<file path="config.mk">
export PLATFORM = sky130hd
export DESIGN_NAME = fgs_status_bank
export DESIGN_NICKNAME = d
export VERILOG_FILES = /design/src/verilog/fgs_pkg.sv /design/src/verilog/fgs_sat_counter.sv /design/src/verilog/fgs_status_bank.sv /design/src/verilog/fgs_tick_gen.sv
export SDC_FILE = /design/constraint.sdc
export NUM_CORES = 1
export LEC_CHECK = 0
export BUFFER_PORTS_ARGS = -buffer_cell sky130_fd_sc_hd__buf_2
export CORE_ASPECT_RATIO = 0.5
export CORE_MARGIN = 8
export CORE_UTILIZATION = 60
export CTS_CLUSTER_DIAMETER = 150
export DETAILED_ROUTE_END_ITERATION = 16
export HOLD_SLACK_MARGIN = 0.02
export PLACE_DENSITY_LB_ADDON = 0.1
export REMOVE_ABC_BUFFERS = 1
export SLEW_MARGIN = 20
export SYNTH_ARGS = -nofsm -noshare
export SYNTH_HDL_FRONTEND = slang
export SYNTH_SLANG_ARGS = --single-unit
</file>
<file path="constraint.sdc">
create_clock -name clk -period 3.94 [get_ports clk]
set_input_delay 0.197 -clock clk [delete_from_list [all_inputs] [get_ports clk]]
set_output_delay 0.197 -clock clk [all_outputs]
set_load 0.01 [all_outputs]
</file>
<file path="src/verilog/fgs_pkg.sv">
/*
 Constants and carrier types for the gateway status bank: assembly
 offsets, fault bit positions, state codes, command bits and the
 refresh timing. Assumes a single 25 MHz clock domain.
*/
// How it works
// - All status fields are copied to the readable image once per second.
// - Multi-byte fields are read little endian, low byte at lower offset.
// - State word: 0x8000 offline, 0x8001 online, 0x8002 initializing.
// - Offset two holds the 16-bit fault word, one flag per bit.
// - Offset four counts CAN errors, zeroed by the fault reset bit.
// - Offset six counts bus-off events, zeroed by the fault reset bit.
// - Offset eight counts receive overruns, zeroed by the fault reset bit.
// - Status block is 12 bytes; the word at offset 10 is reserved.
// - Fault bit 0 shows a failed address claim.
// - Fault bit 1 shows a CAN error warning.
// - Fault bit 2 shows bus-off.
// - Fault bit 3 shows a receive overrun.
// - Fault bit 4 shows a multi-packet transport message error.
// - Fault bit 5 shows receive queue overflow.
// - Fault bit 6 shows transmit queue overflow; bits 7 to 15 unused.
// - Fault bits 1 to 6 stay set until a fault reset command.
// - No configuration block; configuration instance is ignored, size zero.
// - Operate only when host run and controller run flags are both set.
package fgs_pkg;

   // Clock and refresh timing
   localparam int unsigned CLK_PERIOD_NS     = 40;
   localparam int unsigned REFRESH_PERIOD_MS = 1000;
   localparam int unsigned REFRESH_CYCLES    =
      (REFRESH_PERIOD_MS * 1000) / CLK_PERIOD_NS * 1000;

   // Status assembly layout, byte offsets
   localparam int unsigned STATUS_BYTES      = 12;
   localparam int unsigned STATUS_WORDS      = 6;
   localparam logic [3:0]  OFS_STATE         = 4'h0;
   localparam logic [3:0]  OFS_FAULTS        = 4'h2;
   localparam logic [3:0]  OFS_ERR_CNT       = 4'h4;
   localparam logic [3:0]  OFS_BUSOFF_CNT    = 4'h6;
   localparam logic [3:0]  OFS_OVERRUN_CNT   = 4'h8;
   localparam logic [3:0]  OFS_SPARE         = 4'hA;
   localparam logic [3:0]  OFS_END           = 4'hC;

   // Interface state codes
   localparam logic [15:0] STATE_OFFLINE     = 16'h8000;
   localparam logic [15:0] STATE_ONLINE      = 16'h8001;
   localparam logic [15:0] STATE_INIT        = 16'h8002;

   // Fault word bit positions
   localparam int unsigned FB_CLAIM_FAIL     = 0;
   localparam int unsigned FB_WARNING        = 1;
   localparam int unsigned FB_BUSOFF         = 2;
   localparam int unsigned FB_OVERRUN        = 3;
   localparam int unsigned FB_MULTIPACKET    = 4;
   localparam int unsigned FB_RX_QUEUE       = 5;
   localparam int unsigned FB_TX_QUEUE       = 6;
   localparam int unsigned FB_STICKY_LO      = 1;
   localparam int unsigned FB_STICKY_HI      = 6;

   // Command and run/idle register bits
   localparam int unsigned CMD_LOCAL_RUN     = 0;
   localparam int unsigned CMD_RESET_FAULTS  = 1;
   localparam int unsigned RUNIDLE_SYS_RUN   = 0;

   // Input status register bits
   localparam int unsigned IST_RUN           = 0;
   localparam int unsigned IST_ONLINE        = 1;
   localparam int unsigned IST_FAULT         = 2;

   // Reset values and limits
   localparam logic [15:0] WORD_RESET        = 16'h0000;
   localparam logic [15:0] CNT_MAX           = 16'hFFFF;
   localparam logic [7:0]  BYTE_ZERO         = 8'h00;

   // Fault condition inputs, each a level or pulse from the CAN side
   typedef struct packed {
      logic tx_queue_overflow;
      logic rx_queue_overflow;
      logic multipacket_error;
      logic overrun;
      logic busoff;
      logic warning;
   } fgs_fault_in_t;

   // One write of the output connection header words
   typedef struct packed {
      logic [31:0] runidle_word;
      logic [31:0] cmd_word;
   } fgs_cmd_t;

endpackage

</file>
<file path="src/verilog/fgs_sat_counter.sv">
/*
 Sixteen-bit saturating event counter with synchronous clear.
 Assumes inc and clr are one-cycle pulses in the clk domain.
*/
`timescale 1ns/1ps
module fgs_sat_counter (
   // Clock and reset
   input  wire logic        clk,
   input  wire logic        rstn,
   // Control
   input  wire logic        inc,
   input  wire logic        clr,
   // Count
   output logic [15:0]      count
);

   logic [15:0] count_r;

   // Clear wins over old value, a same-cycle event still counts
   always_ff @(posedge clk or negedge rstn) begin
      if (!rstn) begin
         count_r <= fgs_pkg::WORD_RESET;
      end else if (clr) begin
         count_r <= inc ? 16'h0001 : fgs_pkg::WORD_RESET;
      end else if (inc && count_r != fgs_pkg::CNT_MAX) begin
         count_r <= count_r + 16'h0001;  // Holds at maximum
      end
   end

   assign count = count_r;

endmodule

</file>
<file path="src/verilog/fgs_status_bank.sv">
/*
 Diagnostic status bank of the field bus gateway. Keeps the vehicle
 network interface state, the fault word and three CAN counters live,
 copies them into a 12-byte status image once a second and serves that
 image byte by byte to the connection side. Also decodes the command
 and run/idle header words into the run mode and the fault reset.
 Assumes all inputs are synchronous to clk; event inputs from the CAN
 side may be levels or pulses; the bus-off and overrun counters count rising edges, the error counter every high cycle.
 The refresh period is a parameter so a
 test may shorten it. Reads see only the
 image, so any change shows at the next
 strobe.
*/
`timescale 1ns/1ps
module fgs_status_bank #(
   parameter int unsigned REFRESH_CYCLES = fgs_pkg::REFRESH_CYCLES
) (
   // Clock and reset
   input  wire logic                  clk,
   input  wire logic                  rstn,
   // Address claim progress from the protocol stack
   input  wire logic                  claim_start,
   input  wire logic                  claim_ok,
   input  wire logic                  claim_fail,
   // CAN side fault conditions
   input  wire fgs_pkg::fgs_fault_in_t fault_in,
   input  wire logic                  can_error_evt,
   // Output connection header words
   input  wire logic                  cmd_wr,
   input  wire fgs_pkg::fgs_cmd_t     cmd,
   // Status image read port
   input  wire logic                  rd_req,
   input  wire logic [3:0]            rd_addr,
   output logic [7:0]                 rd_data,
   output logic                       rd_valid,
   // Summary outputs
   output logic                       run_mode,
   output logic [31:0]                in_status,
   output logic                       refresh_tick
);

   // Interface state machine
   // Only the reported word has fixed codes
   typedef enum logic [1:0] {
      ST_INIT,
      ST_ONLINE,
      ST_OFFLINE
   } fgs_state_t;

   fgs_state_t         state_r;
   fgs_state_t         state_nxt;

   // Live status and the once-a-second image
   // Present values in live, read ones in snap_r
   logic               claim_fail_r;
   logic [5:0]         sticky_r;
   fgs_pkg::fgs_fault_in_t fault_prev_r;
   logic [15:0]        fault_word;
   logic [15:0]        state_code;
   logic [15:0]        err_cnt;
   logic [15:0]        busoff_cnt;
   logic [15:0]        overrun_cnt;
   logic [15:0]        live [fgs_pkg::STATUS_WORDS];
   logic [15:0]        snap_r [fgs_pkg::STATUS_WORDS];
   logic               tick;

   // Command decode
   logic               local_run_r;
   logic               sys_run_r;
   logic               fault_clr;
   logic               busoff_rise;
   logic               overrun_rise;

   // Read port
   // Word index and the selected word
   logic [7:0]         rd_data_r;
   logic               rd_valid_r;
   logic [31:0]        in_status_r;
   logic [2:0]         rd_word;
   logic [15:0]        rd_sel;

   // Once-a-second refresh strobe
   // The image moves only on this strobe,
   // so every read sees one coherent set
   fgs_tick_gen #(
      .PERIOD (REFRESH_CYCLES)
   ) u_tick (
      .clk    (clk),
      .rstn   (rstn),
      .tick   (tick)
   );

   // Fault reset request: a write with the reset bit set to one
   // Acts on every such write, not on a
   // change of the bit
   assign fault_clr = cmd_wr &&
      cmd.cmd_word[fgs_pkg::CMD_RESET_FAULTS];

   // Run flags held from the last header write
   // Other header bits have no effect
   always_ff @(posedge clk or negedge rstn) begin
      if (!rstn) begin
         local_run_r <= 1'b0;
         sys_run_r   <= 1'b0;
      end else if (cmd_wr) begin
         local_run_r <= cmd.cmd_word[fgs_pkg::CMD_LOCAL_RUN];
         sys_run_r   <= cmd.runidle_word[fgs_pkg::RUNIDLE_SYS_RUN];
      end
   end

   // Operate only with both run flags, else paused
   // Paused until both are written as one
   assign run_mode = local_run_r & sys_run_r;

   // Interface state transitions
   // Claim failure beats success in one
   // cycle; bus-off drops an online link
   always_comb begin
      state_nxt = state_r;
      case (state_r)
         ST_INIT: begin
            if (claim_fail) begin
               state_nxt = ST_OFFLINE;
            end else if (claim_ok) begin
               state_nxt = ST_ONLINE;
            end
         end
         ST_ONLINE: begin
            if (claim_start) begin
               state_nxt = ST_INIT;
            end else if (fault_in.busoff || claim_fail) begin
               state_nxt = ST_OFFLINE;
            end
         end
         ST_OFFLINE: begin
            if (claim_start) begin
               state_nxt = ST_INIT;
            end
         end
         default: begin
            state_nxt = ST_INIT;
         end
      endcase
   end

   // State register; starts initializing after reset
   // Image reads zero until the first strobe
   always_ff @(posedge clk or negedge rstn) begin
      if (!rstn) begin
         state_r <= ST_INIT;
      end else begin
         state_r <= state_nxt;
      end
   end

   // State code reported in the first word
   // Default only guards illegal encodings
   always_comb begin
      case (state_r)
         ST_ONLINE:  state_code = fgs_pkg::STATE_ONLINE;
         ST_OFFLINE: state_code = fgs_pkg::STATE_OFFLINE;
         ST_INIT:    state_code = fgs_pkg::STATE_INIT;
         default:    state_code = fgs_pkg::STATE_OFFLINE;
      endcase
   end

   // Claim failure flag follows the present claim outcome
   // Not sticky; fault reset leaves it,
   // a later good claim clears it
   always_ff @(posedge clk or negedge rstn) begin
      if (!rstn) begin
         claim_fail_r <= 1'b0;
      end else if (claim_fail) begin
         claim_fail_r <= 1'b1;
      end else if (claim_ok) begin
         claim_fail_r <= 1'b0;
      end
   end

   // Sticky fault bits 1 to 6; a new fault beats the clear
   // so no event is lost between the clear
   // and the next strobe
   always_ff @(posedge clk or negedge rstn) begin
      if (!rstn) begin
         sticky_r <= 6'h00;
      end else if (fault_clr) begin
         sticky_r <= fault_in;
      end else begin
         sticky_r <= sticky_r | fault_in;
      end
   end

   // Fault word assembly, unused upper bits read zero
   // Bit 0 from the claim flag, 1 to 6 sticky
   always_comb begin
      fault_word = fgs_pkg::WORD_RESET;
      fault_word[fgs_pkg::FB_CLAIM_FAIL] = claim_fail_r;
      fault_word[fgs_pkg::FB_WARNING]    = sticky_r[0];
      fault_word[fgs_pkg::FB_BUSOFF]     = sticky_r[1];
      fault_word[fgs_pkg::FB_OVERRUN]    = sticky_r[2];
      fault_word[fgs_pkg::FB_MULTIPACKET] = sticky_r[3];
      fault_word[fgs_pkg::FB_RX_QUEUE]   = sticky_r[4];
      fault_word[fgs_pkg::FB_TX_QUEUE]   = sticky_r[5];
   end

   // Edge history so a held level counts once
   // Bus-off and overrun are levels on the
   // CAN side; one event is one count
   always_ff @(posedge clk or negedge rstn) begin
      if (!rstn) begin
         fault_prev_r <= '0;
      end else begin
         fault_prev_r <= fault_in;
      end
   end

   // Rising edges of the two counted levels
   assign busoff_rise  = fault_in.busoff  & ~fault_prev_r.busoff;
   assign overrun_rise = fault_in.overrun & ~fault_prev_r.overrun;

   // Accumulated CAN errors
   // Each cycle with the event high counts
   fgs_sat_counter u_err_cnt (
      .clk    (clk),
      .rstn   (rstn),
      .inc    (can_error_evt),
      .clr    (fault_clr),
      .count  (err_cnt)
   );

   // Bus-off events
   // One count per entry into bus-off
   fgs_sat_counter u_busoff_cnt (
      .clk    (clk),
      .rstn   (rstn),
      .inc    (busoff_rise),
      .clr    (fault_clr),
      .count  (busoff_cnt)
   );

   // Receive overrun events
   // One count per overrun seen
   fgs_sat_counter u_overrun_cnt (
      .clk    (clk),
      .rstn   (rstn),
      .inc    (overrun_rise),
      .clr    (fault_clr),
      .count  (overrun_cnt)
   );

   // Live image in assembly word order
   // Word n stands at byte offset 2n
   // The reserved word is tied to zero
   assign live[0] = state_code;        // Offset 0
   assign live[1] = fault_word;        // Offset 2
   assign live[2] = err_cnt;           // Offset 4
   assign live[3] = busoff_cnt;        // Offset 6
   assign live[4] = overrun_cnt;       // Offset 8
   assign live[5] = fgs_pkg::WORD_RESET;  // Reserved word

   // Copy every word on the refresh strobe only
   // All words take one edge, so the block
   // always belongs to one instant
   genvar gw;
   generate
      for (gw = 0; gw < fgs_pkg::STATUS_WORDS; gw++) begin : g_snap
         always_ff @(posedge clk or negedge rstn) begin
            if (!rstn) begin
               snap_r[gw] <= fgs_pkg::WORD_RESET;
            end else if (tick) begin
               snap_r[gw] <= live[gw];
            end
         end
      end
   endgenerate

   // Byte lookup: word index from upper bits, low byte first
   assign rd_word = rd_addr[3:1];

   // Word select; indexes past the image read zero
   always_comb begin
      case (rd_word)
         3'h0:    rd_sel = snap_r[0];
         3'h1:    rd_sel = snap_r[1];
         3'h2:    rd_sel = snap_r[2];
         3'h3:    rd_sel = snap_r[3];
         3'h4:    rd_sel = snap_r[4];
         3'h5:    rd_sel = snap_r[5];
         default: rd_sel = fgs_pkg::WORD_RESET;  // Offsets 12 to 15
      endcase
   end

   // Registered read answer one cycle after the request
   // Data holds until the next request,
   // so a slow reader may take it later
   always_ff @(posedge clk or negedge rstn) begin
      if (!rstn) begin
         rd_data_r <= fgs_pkg::BYTE_ZERO;
      end else if (rd_req) begin
         if (rd_addr >= fgs_pkg::OFS_END) begin
            rd_data_r <= fgs_pkg::BYTE_ZERO;  // Beyond 12 bytes
         end else if (rd_addr[0]) begin
            rd_data_r <= rd_sel[15:8];  // High byte at odd offset
         end else begin
            rd_data_r <= rd_sel[7:0];   // Low byte at even offset
         end
      end
   end

   // Read valid strobe
   // High for one cycle after each request
   always_ff @(posedge clk or negedge rstn) begin
      if (!rstn) begin
         rd_valid_r <= 1'b0;
      end else begin
         rd_valid_r <= rd_req;
      end
   end

   // No configuration image exists, only the status block is served
   // A configuration number is never decoded
   assign rd_data  = rd_data_r;
   assign rd_valid = rd_valid_r;

   // Input status register: run, online, any fault
   // Lags the live values by one cycle
   always_ff @(posedge clk or negedge rstn) begin
      if (!rstn) begin
         in_status_r <= 32'h00000000;
      end else begin
         in_status_r <= 32'h00000000;
         in_status_r[fgs_pkg::IST_RUN]    <= local_run_r & sys_run_r;
         in_status_r[fgs_pkg::IST_ONLINE] <= (state_r == ST_ONLINE);
         in_status_r[fgs_pkg::IST_FAULT]  <= |fault_word;
      end
   end

   // Summary outputs from their flip-flops
   assign in_status    = in_status_r;
   assign refresh_tick = tick;

endmodule

</file>
<file path="src/verilog/fgs_tick_gen.sv">
/*
 Refresh divider: one-cycle enable pulse every PERIOD clocks.
 Assumes PERIOD of at least 2 and a free running clock.
*/
`timescale 1ns/1ps
module fgs_tick_gen #(
   parameter int unsigned PERIOD = fgs_pkg::REFRESH_CYCLES
) (
   // Clock and reset
   input  wire logic clk,
   input  wire logic rstn,
   // Enable pulse out
   output logic      tick
);

   logic [31:0] cnt_r;
   logic        tick_r;

   // Count up the period and pulse at the wrap
   always_ff @(posedge clk or negedge rstn) begin
      if (!rstn) begin
         cnt_r  <= 32'h00000000;
         tick_r <= 1'b0;
      end else if (cnt_r == 32'(PERIOD - 1)) begin
         cnt_r  <= 32'h00000000;
         tick_r <= 1'b1;
      end else begin
         cnt_r  <= cnt_r + 32'h00000001;
         tick_r <= 1'b0;
      end
   end

   assign tick = tick_r;

endmodule
</file>
==> impl_metrics.env, run 1 <==
export IMPL_grt_usage=0.209
export IMPL_period_minus_slack_ns=2.17
export IMPL_antenna_cells=0
export IMPL_wire_per_inst_um=18.3
export IMPL_power_density_nw_per_um2=398
export IMPL_yosysWarnings=0
export IMPL_post_cts_resized=0
export IMPL_synthMostInstantiatedCell="dfrtp_1"
export IMPL_drv_cap=0
export IMPL_crit_top_cell="or4_1"
export IMPL_viasPerCell=6.20
export IMPL_first_pass_iters=5
export IMPL_slew_viol_final=0
export IMPL_synth_commonest_cells="dfrtp_1, mux2_2, a21oi_1, nand2_1, nand3_1"
export IMPL_critical_path_required_ns=4.29
export IMPL_internal_power_mw=2.70
export IMPL_gp_congestion=0.829
export IMPL_ys_seq_area_frac=0.506
export IMPL_total_power_mw=3.59
export IMPL_wl_um=17800
export IMPL_grt_max_degree=105
export IMPL_vias=6035
export IMPL_setup_viol_count_final=0
export IMPL_hp_class="input port to flip-flop"
export IMPL_slew_headroom=0.359
export IMPL_ir_drop_mv=0.278
export IMPL_cpLargestDelayFamily="simple AND/OR/NAND/NOR gates"
export IMPL_syn_area_um2=8110
export IMPL_synth_area_per_cell_um2=10.8
export IMPL_fp_coreArea_um2=13400
export IMPL_async_reset_ff_frac=1.00
export IMPL_sw_frac_of_total=0.248
export IMPL_max_freq_mhz=461
export IMPL_crit_path_start_kind="flip-flop"
export IMPL_clock_sinks=164
export IMPL_synth_seq_cells=164
export IMPL_synth_cell_type_count=56
export IMPL_cp_slowest_stage_delay_ns=0.71
export IMPL_cts_tree="built"
export IMPL_place_hpwl_um=12000
export IMPL_synth_enable_flop_cells=0
export IMPL_holdWs_ns=0.0400
export IMPL_ys_flop_type="dfrtp_1"
export IMPL_fin_nets=870
export IMPL_grt_pass1_vias=5919
export IMPL_placed_cells=929
export IMPL_cellLeakagePower_nw=3.95
export IMPL_dr_first_iter_drc_count=521
export IMPL_grt_overflow=0
export IMPL_antenna_found_initial=0
export IMPL_tightest_slew_ns=0.961
export IMPL_status="finished clean"
export IMPL_drive_gt1_frac=0.193
export IMPL_ios=125
export IMPL_root_buffer="clkbuf_16"
export IMPL_period_share=0.551
export IMPL_fin_skew_ns=0.00974
export IMPL_syn_to_final_growth_pct=11.1
export IMPL_clk_pin_slew_ns=0.07
export IMPL_grt_pass1_wl_um=30300
export IMPL_comb_power_share=0.058
export IMPL_crit_type="flip-flop to flip-flop"
export IMPL_port_buffers=34
export IMPL_synth_area_leader_cell="dfrtp_1"
export IMPL_initial_core_util=0.607
export IMPL_die_area_um2=17700
export IMPL_setup_slack_ns=1.77
export IMPL_cts_made_buffers=17
export IMPL_clockBufferDepth=2
export IMPL_drc_errors=0
export IMPL_die_height_um=98.2
export IMPL_crit_buf_inv=0
export IMPL_post_cts_buffers=0
export IMPL_cp_arrival_ns=2.52
export IMPL_finalNonFillerCells=973
export IMPL_end_kind="flip-flop"
export IMPL_netlist_instances=750
export IMPL_hold_viol=0
export IMPL_switchingPower_uw=889
export IMPL_cts_htree_levels=4
export IMPL_rsz0062_at_grt="no"
export IMPL_path_cells="ha_1 -> nand3_2 -> or4_1 -> or4_1 -> a21oi_1"
export IMPL_yosysTopAreaCellShare=0.506
export IMPL_place_ws_ns=1.65
export IMPL_cp_max_fo=10
export IMPL_rows=30
export IMPL_fp_dieW_um=180
export IMPL_drtAntennaViolNets=0
export IMPL_synth_area_leaders="dfrtp_1, mux2_2, a21oi_1"
export IMPL_power_share_clock=0.449
export IMPL_pwr_share_seq=0.493
export IMPL_crit_slowest_cell="or4_1"
export IMPL_final_setup_tns_ns=0
export IMPL_clock_latency_ns=0.43
cell type report:
cell class | count | area, um^2
Clock buffer | 19 | 443
Fill cell | 1029 | 4360
Multi-Input combinational cell | 534 | 3700
Sequential cell | 164 | 4110
Clock inverter | 13 | 126
Inverter | 16 | 60.1
Tap cell | 176 | 220
Timing Repair Buffer | 51 | 347
layout by cell type, fill, tap and decap left out, types with 9 or more instances in the layout:
cell type      count
dfrtp_1          163
mux2_2            73
a21oi_1           46
nand2_1           46
nand3_1           34
buf_2             33
conb_1            29
o21ai_0           27
or4_1             24
nand4_1           24
nor2_1            19
clkbuf_16         17
o31ai_1           16
nor3_1            15
inv_1             14
xnor2_1           13
dlygate4sd3_1     12
a22oi_1           11
nor4_1            11
and4_1            10
or3_1             10
mux2i_1            9
and3_1             9
worst register-to-register path, cell delays in order (launching register included):
cell and delay (ns):
dfrtp_1 0.40, ha_1 0.23, nand3_2 0.14, or4_1 0.71
or4_1 0.45, a21oi_1 0.16
cells by family after synthesis:
logic type / after synthesis / synth area share
and+or+nand+nor: 238 / 0.168
DFF: 164 / 0.506
AOI/OAI and AO/OA: 160 / 0.133
muxes: 82 / 0.113
buffers and inverters: 80 / 0.0512
xor gates and xnor gates: 21 / 0.0227
adders and majority gates: 4 / 0.00617
other: 1 / 0.000463
path summary, 6_finish.rpt:
| kind | from | to | slack [ns] | cells after the start |
|---|---|---|---|---|
| min reg2reg | snap_r[95] | snap_r[95] | 0.47 | 1 |
| min in group asynchronous | rstn | in_status[0] | 0.48 | 2 |
| min | claim_ok | claim_fail_r | 0.04 | 3 |
| max in group asynchronous | rstn | rd_data[7] | 2.61 | 3 |
| max | u_tick.cnt_r[0] | u_tick.cnt_r[22] | 1.77 | 5 |
| max reg2reg | u_tick.cnt_r[0] | u_tick.cnt_r[22] | 1.77 | 5 |
metal layers:
layer  track usage  share of wire  vias to the layer above
met5             0              0                        -
li1              -              -                     2848
met2         0.327           0.47                      149
met4        0.0631          0.013                        0
met1         0.281           0.47                     3017
met3        0.0556          0.054                       21
state kept, by name, indices dropped and copies added (netlist names):
name / count
u_tick.cnt_r: 32
u_err_cnt.count: 16
u_tick.tick: 1
u_busoff_cnt.count: 16
local_run_r: 1
claim_fail_r: 1
rd_data: 8
in_status: 3
u_overrun_cnt.count: 16
sticky_r: 6
snap_r: 58
fault_prev_r: 2
state_r: 2
sys_run_r: 1
rd_valid: 1
through the flow:
stage / area, um^2 / util
finish: 9000 / 0.674
global route: 9000 / 0.674
CTS: 8990 / 0.673
detailed placement: 8310 / 0.622
global placement: 8310 / 0.622
floorplan: 7860 / -
power groups by stage:
| stage | clock network [mW] | logic, mW | registers (mW) |
|---|---|---|---|
| finish | 1.61 | 0.208 | 1.77 |
| global route | 1.71 | 0.238 | 1.77 |
| CTS | 1.64 | 0.209 | 1.77 |
| detailed placement | 0 | 0.199 | 1.80 |
| global placement | 0 | 0.193 | 1.80 |
| floorplan | 0 | 0.103 | 1.79 |
timing repair:
action | 4_1_cts | 5_1_grt
hold endpoints to repair | 115 | 0
hold buffers | 12 | 0
endpoints found under the setup margin | 0 | 0
Power figures use the tool's default switching activity.
==> inputs of run 2 (changes only) <==
--- a/config.mk
+++ b/config.mk
@@ -8,7 +8,7 @@
 export BUFFER_PORTS_ARGS = -buffer_cell sky130_fd_sc_hd__buf_2
 export CORE_ASPECT_RATIO = 0.5
 export CORE_MARGIN = 8
-export CORE_UTILIZATION = 60
+export CORE_UTILIZATION = 57
 export CTS_CLUSTER_DIAMETER = 150
 export DETAILED_ROUTE_END_ITERATION = 16
 export HOLD_SLACK_MARGIN = 0.02
==> constraint.sdc (replaced) <==
create_clock -name clk -period 2.15 [get_ports clk]
set_input_delay 0.1075 -clock clk [delete_from_list [all_inputs] [get_ports clk]]
set_output_delay 0.1075 -clock clk [all_outputs]
set_load 0.01 [all_outputs]
==> impl_metrics.env, run 2 (synthesis results as in run 1) <==
export IMPL_drive_gt1_frac=0.211
export IMPL_power_density_nw_per_um2=732
export IMPL_grt_usage=0.205
export IMPL_total_power_mw=6.80
export IMPL_largest_register_ffs=58
export IMPL_antenna_found_initial=0
export IMPL_drtAntennaViolNets=0
export IMPL_drv_cap=0
export IMPL_die_height_um=100
export IMPL_regMostFlops="snap_r"
export IMPL_period_minus_slack_ns=1.98
export IMPL_clock_sinks=164
export IMPL_crit_type="flip-flop to flip-flop"
export IMPL_initial_core_util=0.590
export IMPL_clockBufferDepth=2
export IMPL_clock_latency_ns=0.42
export IMPL_hp_class="input port to flip-flop"
export IMPL_dr_first_iter_drc_count=482
export IMPL_critical_path_required_ns=2.49
export IMPL_tightest_slew_ns=1.01
export IMPL_r2r_start="u_err_cnt.count[0]"
export IMPL_gp_congestion=0.849
export IMPL_grt_pass1_vias=6057
export IMPL_holdWs_ns=0.170
export IMPL_max_freq_mhz=505
export IMPL_cts_htree_levels=4
export IMPL_status="finished clean"
export IMPL_drc_errors=0
export IMPL_grt_max_degree=62
export IMPL_ir_drop_mv=0.598
export IMPL_wire_per_inst_um=18.0
export IMPL_antenna_cells=0
export IMPL_root_buffer="clkbuf_16"
export IMPL_clk_pin_slew_ns=0.07
export IMPL_cts_tree="built"
export IMPL_end_kind="flip-flop"
export IMPL_fin_skew_ns=0.0123
export IMPL_layout_commonest_cell="dfrtp_1"
export IMPL_slew_headroom=0.326
export IMPL_fp_dieW_um=185
export IMPL_worstHoldStart="rd_addr[0]"
export IMPL_fp_coreArea_um2=13700
export IMPL_fin_nets=894
export IMPL_cellLeakagePower_nw=4.09
export IMPL_top_regs="snap_r x58, u_tick.cnt_r x32"
export IMPL_place_hpwl_um=12300
export IMPL_vias=6155
export IMPL_cp_max_fo=9
export IMPL_rows=30
export IMPL_cp_arrival_ns=2.32
export IMPL_whs_path_depth=4
export IMPL_slew_viol_final=0
export IMPL_timing_rr_end="u_err_cnt.count[12]"
export IMPL_cts_made_buffers=17
export IMPL_port_buffers=34
export IMPL_whs_endpoint="rd_data[4]"
export IMPL_post_cts_buffers=0
export IMPL_final_cell_mix="dfrtp_1, mux2_2, a21oi_1, nand2_1, nand3_1"
export IMPL_ios=125
export IMPL_setup_viol_count_final=0
export IMPL_hold_viol=0
export IMPL_first_pass_iters=5
export IMPL_crit_path_start_kind="flip-flop"
export IMPL_viasPerCell=6.08
export IMPL_period_share=0.922
export IMPL_reg2regPathDepth=5
export IMPL_syn_to_final_growth_pct=14.6
export IMPL_r2r_slack_ns=0.17
export IMPL_final_setup_tns_ns=0
export IMPL_grt_overflow=0
export IMPL_die_area_um2=18500
export IMPL_fillers=1076
export IMPL_grt_pass1_wl_um=30500
export IMPL_wl_um=18200
export IMPL_rsz0062_at_grt="no"
## run 2: cell types whose count changed in the layout (fill, tap and decap cells not counted), moves of 2 or more
cell | before | now
bufinv_16 | 1 | 3
clkinv_2 | 3 | 1
dlygate4sd3_1 | 12 | 17
buf_4 | 4 | 21
or4_4 | 0 | 2
or4_1 | 24 | 22
buf_12 | 1 | 3
## run 2: how the worst max path moves through the flow
stage                             from                     to  slack (ns)  depth (start not counted)
CTS                    u_tick.cnt_r[0]       u_tick.cnt_r[20]        0.07                          5
finish              u_err_cnt.count[0]    u_err_cnt.count[12]        0.17                          5
floorplan                  u_tick.tick             snap_r[16]         0.1                          1
global route               fault_in[1]  u_busoff_cnt.count[8]        0.04                          6
global placement       u_tick.cnt_r[0]       u_tick.cnt_r[20]        0.14                          5
detailed placement     u_tick.cnt_r[0]       u_tick.cnt_r[20]        0.08                          5
## run 2: critical path, stage by stage, from the launching register on
cell and delay (ns):
dfrtp_1 0.46, ha_1 0.20, nand2_1 0.06, or3_1 0.51, or4_1 0.51, a21oi_1 0.15
## run 2: through the flow
stage | area [um^2] | std cells | utilization | worst slack, ns
global route | 9290 | 1013 | 0.676 | 0.0357
finish | 9290 | 1013 | 0.676 | 0.168
global placement | 8490 | 964 | 0.618 | 0.137
floorplan | 7860 | 714 | - | 0.0966
CTS | 9280 | 1013 | 0.676 | 0.0667
detailed placement | 8490 | 964 | 0.618 | 0.0812
## run 2: layout make-up
| class | instances | area, um^2 | share of cell area |
|---|---|---|---|
| Clock buffer | 19 | 443 | 0.0477 |
| Timing Repair Buffer | 75 | 564 | 0.0607 |
| Clock inverter | 13 | 174 | 0.0187 |
| Inverter | 16 | 60.1 | 0.00646 |
| Multi-Input combinational cell | 534 | 3700 | 0.399 |
| Tap cell | 192 | 240 | 0.0259 |
| Sequential cell | 164 | 4110 | 0.442 |
## run 2: power by group
part / total [mW] / switching, mW / internal (mW)
Combinational: 0.407 / 0.249 / 0.157
Sequential: 3.24 / 0.0847 / 3.16
Clock: 3.15 / 1.27 / 1.88
## run 2: timing repair
| item | in CTS | in global routing |
|---|---|---|
| hold endpoints to repair | 73 | 0 |
| setup endpoints to repair | 0 | 3 |
| gates resized for setup | 0 | 2 |
| hold buffers | 17 | 0 |
## run 2: layer usage
metal	up-vias	track usage	wire, um
li1	2899	-	-
met1	3070	0.270	8200
met2	169	0.339	8790
met3	17	0.0425	1090
met4	0	0.0575	159
met5	-	0	0
==> inputs of run 3 (changes only) <==
--- a/config.mk
+++ b/config.mk
@@ -5,11 +5,13 @@
 export SDC_FILE = /design/constraint.sdc
 export NUM_CORES = 1
 export LEC_CHECK = 0
+export ABC_AREA = 1
 export BUFFER_PORTS_ARGS = -buffer_cell sky130_fd_sc_hd__buf_2
 export CORE_ASPECT_RATIO = 0.5
 export CORE_MARGIN = 8
-export CORE_UTILIZATION = 57
+export CORE_UTILIZATION = 58
 export CTS_CLUSTER_DIAMETER = 150
+export CTS_CLUSTER_SIZE = 30
 export DETAILED_ROUTE_END_ITERATION = 16
 export HOLD_SLACK_MARGIN = 0.02
 export PLACE_DENSITY_LB_ADDON = 0.1
@@ -17,4 +19,5 @@
 export SLEW_MARGIN = 20
 export SYNTH_ARGS = -nofsm -noshare
 export SYNTH_HDL_FRONTEND = slang
+export SYNTH_HIERARCHICAL = 1
 export SYNTH_SLANG_ARGS = --single-unit
==> impl_metrics.env, run 3 <==
export IMPL_ir_drop_mv=0.537
export IMPL_syn_to_final_growth_pct=10.7
export IMPL_period_minus_slack_ns=1.98
export IMPL_crit_path_start_kind="flip-flop"
export IMPL_die_height_um=105
export IMPL_dr_first_iter_drc_count=509
export IMPL_r2r_start="u_err_cnt/count[0]"
export IMPL_hp_class="input port to flip-flop"
export IMPL_synth_area_leader_cell="dfrtp_1"
export IMPL_vias=8000
export IMPL_synthMostInstantiatedCell="nand2_1"
export IMPL_slew_viol_final=0
export IMPL_drc_errors=0
export IMPL_netlist_instances=1260
export IMPL_clk_pin_slew_ns=0.07
export IMPL_max_freq_mhz=504
export IMPL_clock_sinks=164
export IMPL_period_share=0.922
export IMPL_fp_dieW_um=194
export IMPL_grt_overflow=0
export IMPL_finalNonFillerCells=1523
export IMPL_top_regs="snap_r x58, u_tick/cnt_r x32"
export IMPL_fin_nets=1393
export IMPL_cp_max_fo=12
export IMPL_status="finished clean"
export IMPL_hold_viol=0
export IMPL_drv_cap=0
export IMPL_ys_seq_area_frac=0.449
export IMPL_gp_congestion=0.940
export IMPL_grt_pass1_vias=7918
export IMPL_utilization=0.656
export IMPL_post_cts_buffers=0
export IMPL_r2r_slack_ns=0.17
export IMPL_power_density_nw_per_um2=681
export IMPL_async_reset_ff_frac=1.00
export IMPL_synthAdderAreaFrac=0.00548
export IMPL_placed_cells=1475
export IMPL_fin_skew_ns=0.0149
export IMPL_drive_gt1_frac=0.0902
export IMPL_synth_compound_area_share=0.0448
export IMPL_cts_htree_levels=4
export IMPL_synth_xor_area_share=0.0220
export IMPL_ys_flop_type="dfrtp_1"
export IMPL_whs_path_depth=4
export IMPL_die_area_um2=20300
export IMPL_cellLeakagePower_nw=5.06
export IMPL_slew_headroom=0.472
export IMPL_first_pass_iters=5
export IMPL_fillers=1331
export IMPL_grt_pass1_wl_um=37800
export IMPL_synth_top_family_by_area="simple AND/OR/NAND/NOR gates"
export IMPL_clockBufferDepth=2
export IMPL_whs_endpoint="sticky_r[2]"
export IMPL_largest_register_ffs=58
export IMPL_rsz0062_at_grt="no"
export IMPL_port_buffers=34
export IMPL_antenna_cells=0
export IMPL_root_buffer="clkbuf_16"
export IMPL_cts_tree="built"
export IMPL_synth_simple_area_share=0.377
export IMPL_wire_per_inst_um=14.3
export IMPL_place_hpwl_um=15400
export IMPL_wl_um=21800
export IMPL_setup_viol_count_final=0
export IMPL_fp_coreArea_um2=15400
export IMPL_end_kind="flip-flop"
export IMPL_initial_core_util=0.593
export IMPL_synth_cell_type_count=38
export IMPL_crit_type="flip-flop to flip-flop"
export IMPL_reg2regPathDepth=8
export IMPL_grt_max_degree=61
export IMPL_yosysTopAreaCellShare=0.449
export IMPL_final_cell_mix="nand2_1, nor2_1, dfrtp_1"
export IMPL_synth_mux_area_frac=0.00246
export IMPL_regMostFlops="snap_r"
export IMPL_synth_commonest_cells="nand2_1, nor2_1, dfrtp_1"
export IMPL_synth_enable_flop_cells=0
export IMPL_timing_rr_end="u_err_cnt/count[9]"
export IMPL_critical_path_required_ns=2.50
export IMPL_synth_area_leaders="dfrtp_1, nand2_1, nor2_1"
export IMPL_antenna_found_initial=0
export IMPL_ios=125
export IMPL_synth_seq_cells=164
export IMPL_clock_latency_ns=0.43
export IMPL_cts_made_buffers=17
export IMPL_rows=32
export IMPL_synth_area_per_cell_um2=7.25
export IMPL_drtAntennaViolNets=0
export IMPL_worstHoldStart="cmd[1]"
export IMPL_syn_area_um2=9140
export IMPL_tightest_slew_ns=0.790
export IMPL_layout_commonest_cell="nand2_1"
export IMPL_cp_arrival_ns=2.34
export IMPL_yosysWarnings=6
export IMPL_grt_usage=0.221
export IMPL_viasPerCell=5.25
[run 3: kinds of logic (layout without fill, tap and decap cells)]
| logic type | after synthesis | in the layout |
|---|---|---|
| AOI/OAI and AO/OA | 68 | 68 |
| xor gates and xnor gates | 23 | 23 |
| adders and majority gates | 4 | 4 |
| buffers and inverters | 190 | 221 |
| DFF | 164 | 164 |
| muxes | 2 | 2 |
| other | 1 | 29 |
| and+or+nand+nor | 808 | 808 |
[run 3: critical path, stage by stage, from the launching register on]
cell and delay, ns:
dfrtp_1 0.42, ha_1 0.23, nand2_1 0.13, nor2_4 0.06
nand2_2 0.10, nor2_2 0.06, nor2_1 0.60, nand4_1 0.17
nand2_1 0.13
[run 3: repair_timing]
item                                   in CTS  in global routing
setup endpoints to repair                   0                  1
resized for setup                           0                  1
endpoints found under the hold margin      65                  0
hold buffers                               17                  0
[run 3: area by class of cell]
cell class,count,area (um^2),share of cell area
repair buffers,63,449,0.0444
inverters,127,477,0.0471
clock buffers,19,443,0.0438
clock inverters,12,148,0.0146
multi-input cells,934,4240,0.419
flip-flops and latches,164,4110,0.406
well taps,204,255,0.0252
[run 3: per-stage QoR]
step                hold WS, ns  setup TNS, ns  power, mW  instance area [um^2]  setup WS [ns]
floorplan                -0.188         -31.05       3.57                  8820         -0.810
global placement         0.0757              0       3.79                  9360          0.223
detailed placement       0.0741              0       3.81                  9360          0.214
CTS                      0.0246              0       6.95                 10100          0.196
global route             0.0734              0       7.18                 10100        0.00917
finish                   0.0359              0       6.89                 10100          0.167
[run 3: per-layer routing]
metal | GRT usage | vias to the layer above | wire length (um)
met5 | 0 | - | 0
met2 | 0.370 | 225 | 10400
met4 | 0.0590 | 0 | 323
li1 | - | 3992 | -
met3 | 0.0483 | 30 | 1170
met1 | 0.289 | 3753 | 9960
[run 3: where the power goes]
| part | switching (mW) | leakage [nW] | total [mW] | internal, mW |
|---|---|---|---|---|
| clock | 1.33 | 0.283 | 3.09 | 1.76 |
| sequential | 0.0851 | 2.21 | 3.26 | 3.17 |
| combinational | 0.356 | 2.57 | 0.537 | 0.181 |
| total | 1.77 | 5.06 | 6.89 | 5.12 |
[run 3: worst max-delay path by stage]
stage | from | to | depth (start not counted)
floorplan | u_tick/tick | snap_r[64] | 2
global placement | u_err_cnt/count[0] | u_err_cnt/count[10] | 8
detailed placement | u_err_cnt/count[0] | u_err_cnt/count[9] | 8
CTS | u_err_cnt/count[0] | u_err_cnt/count[9] | 8
global route | u_err_cnt/count[0] | u_err_cnt/count[9] | 8
finish | u_err_cnt/count[0] | u_err_cnt/count[9] | 8
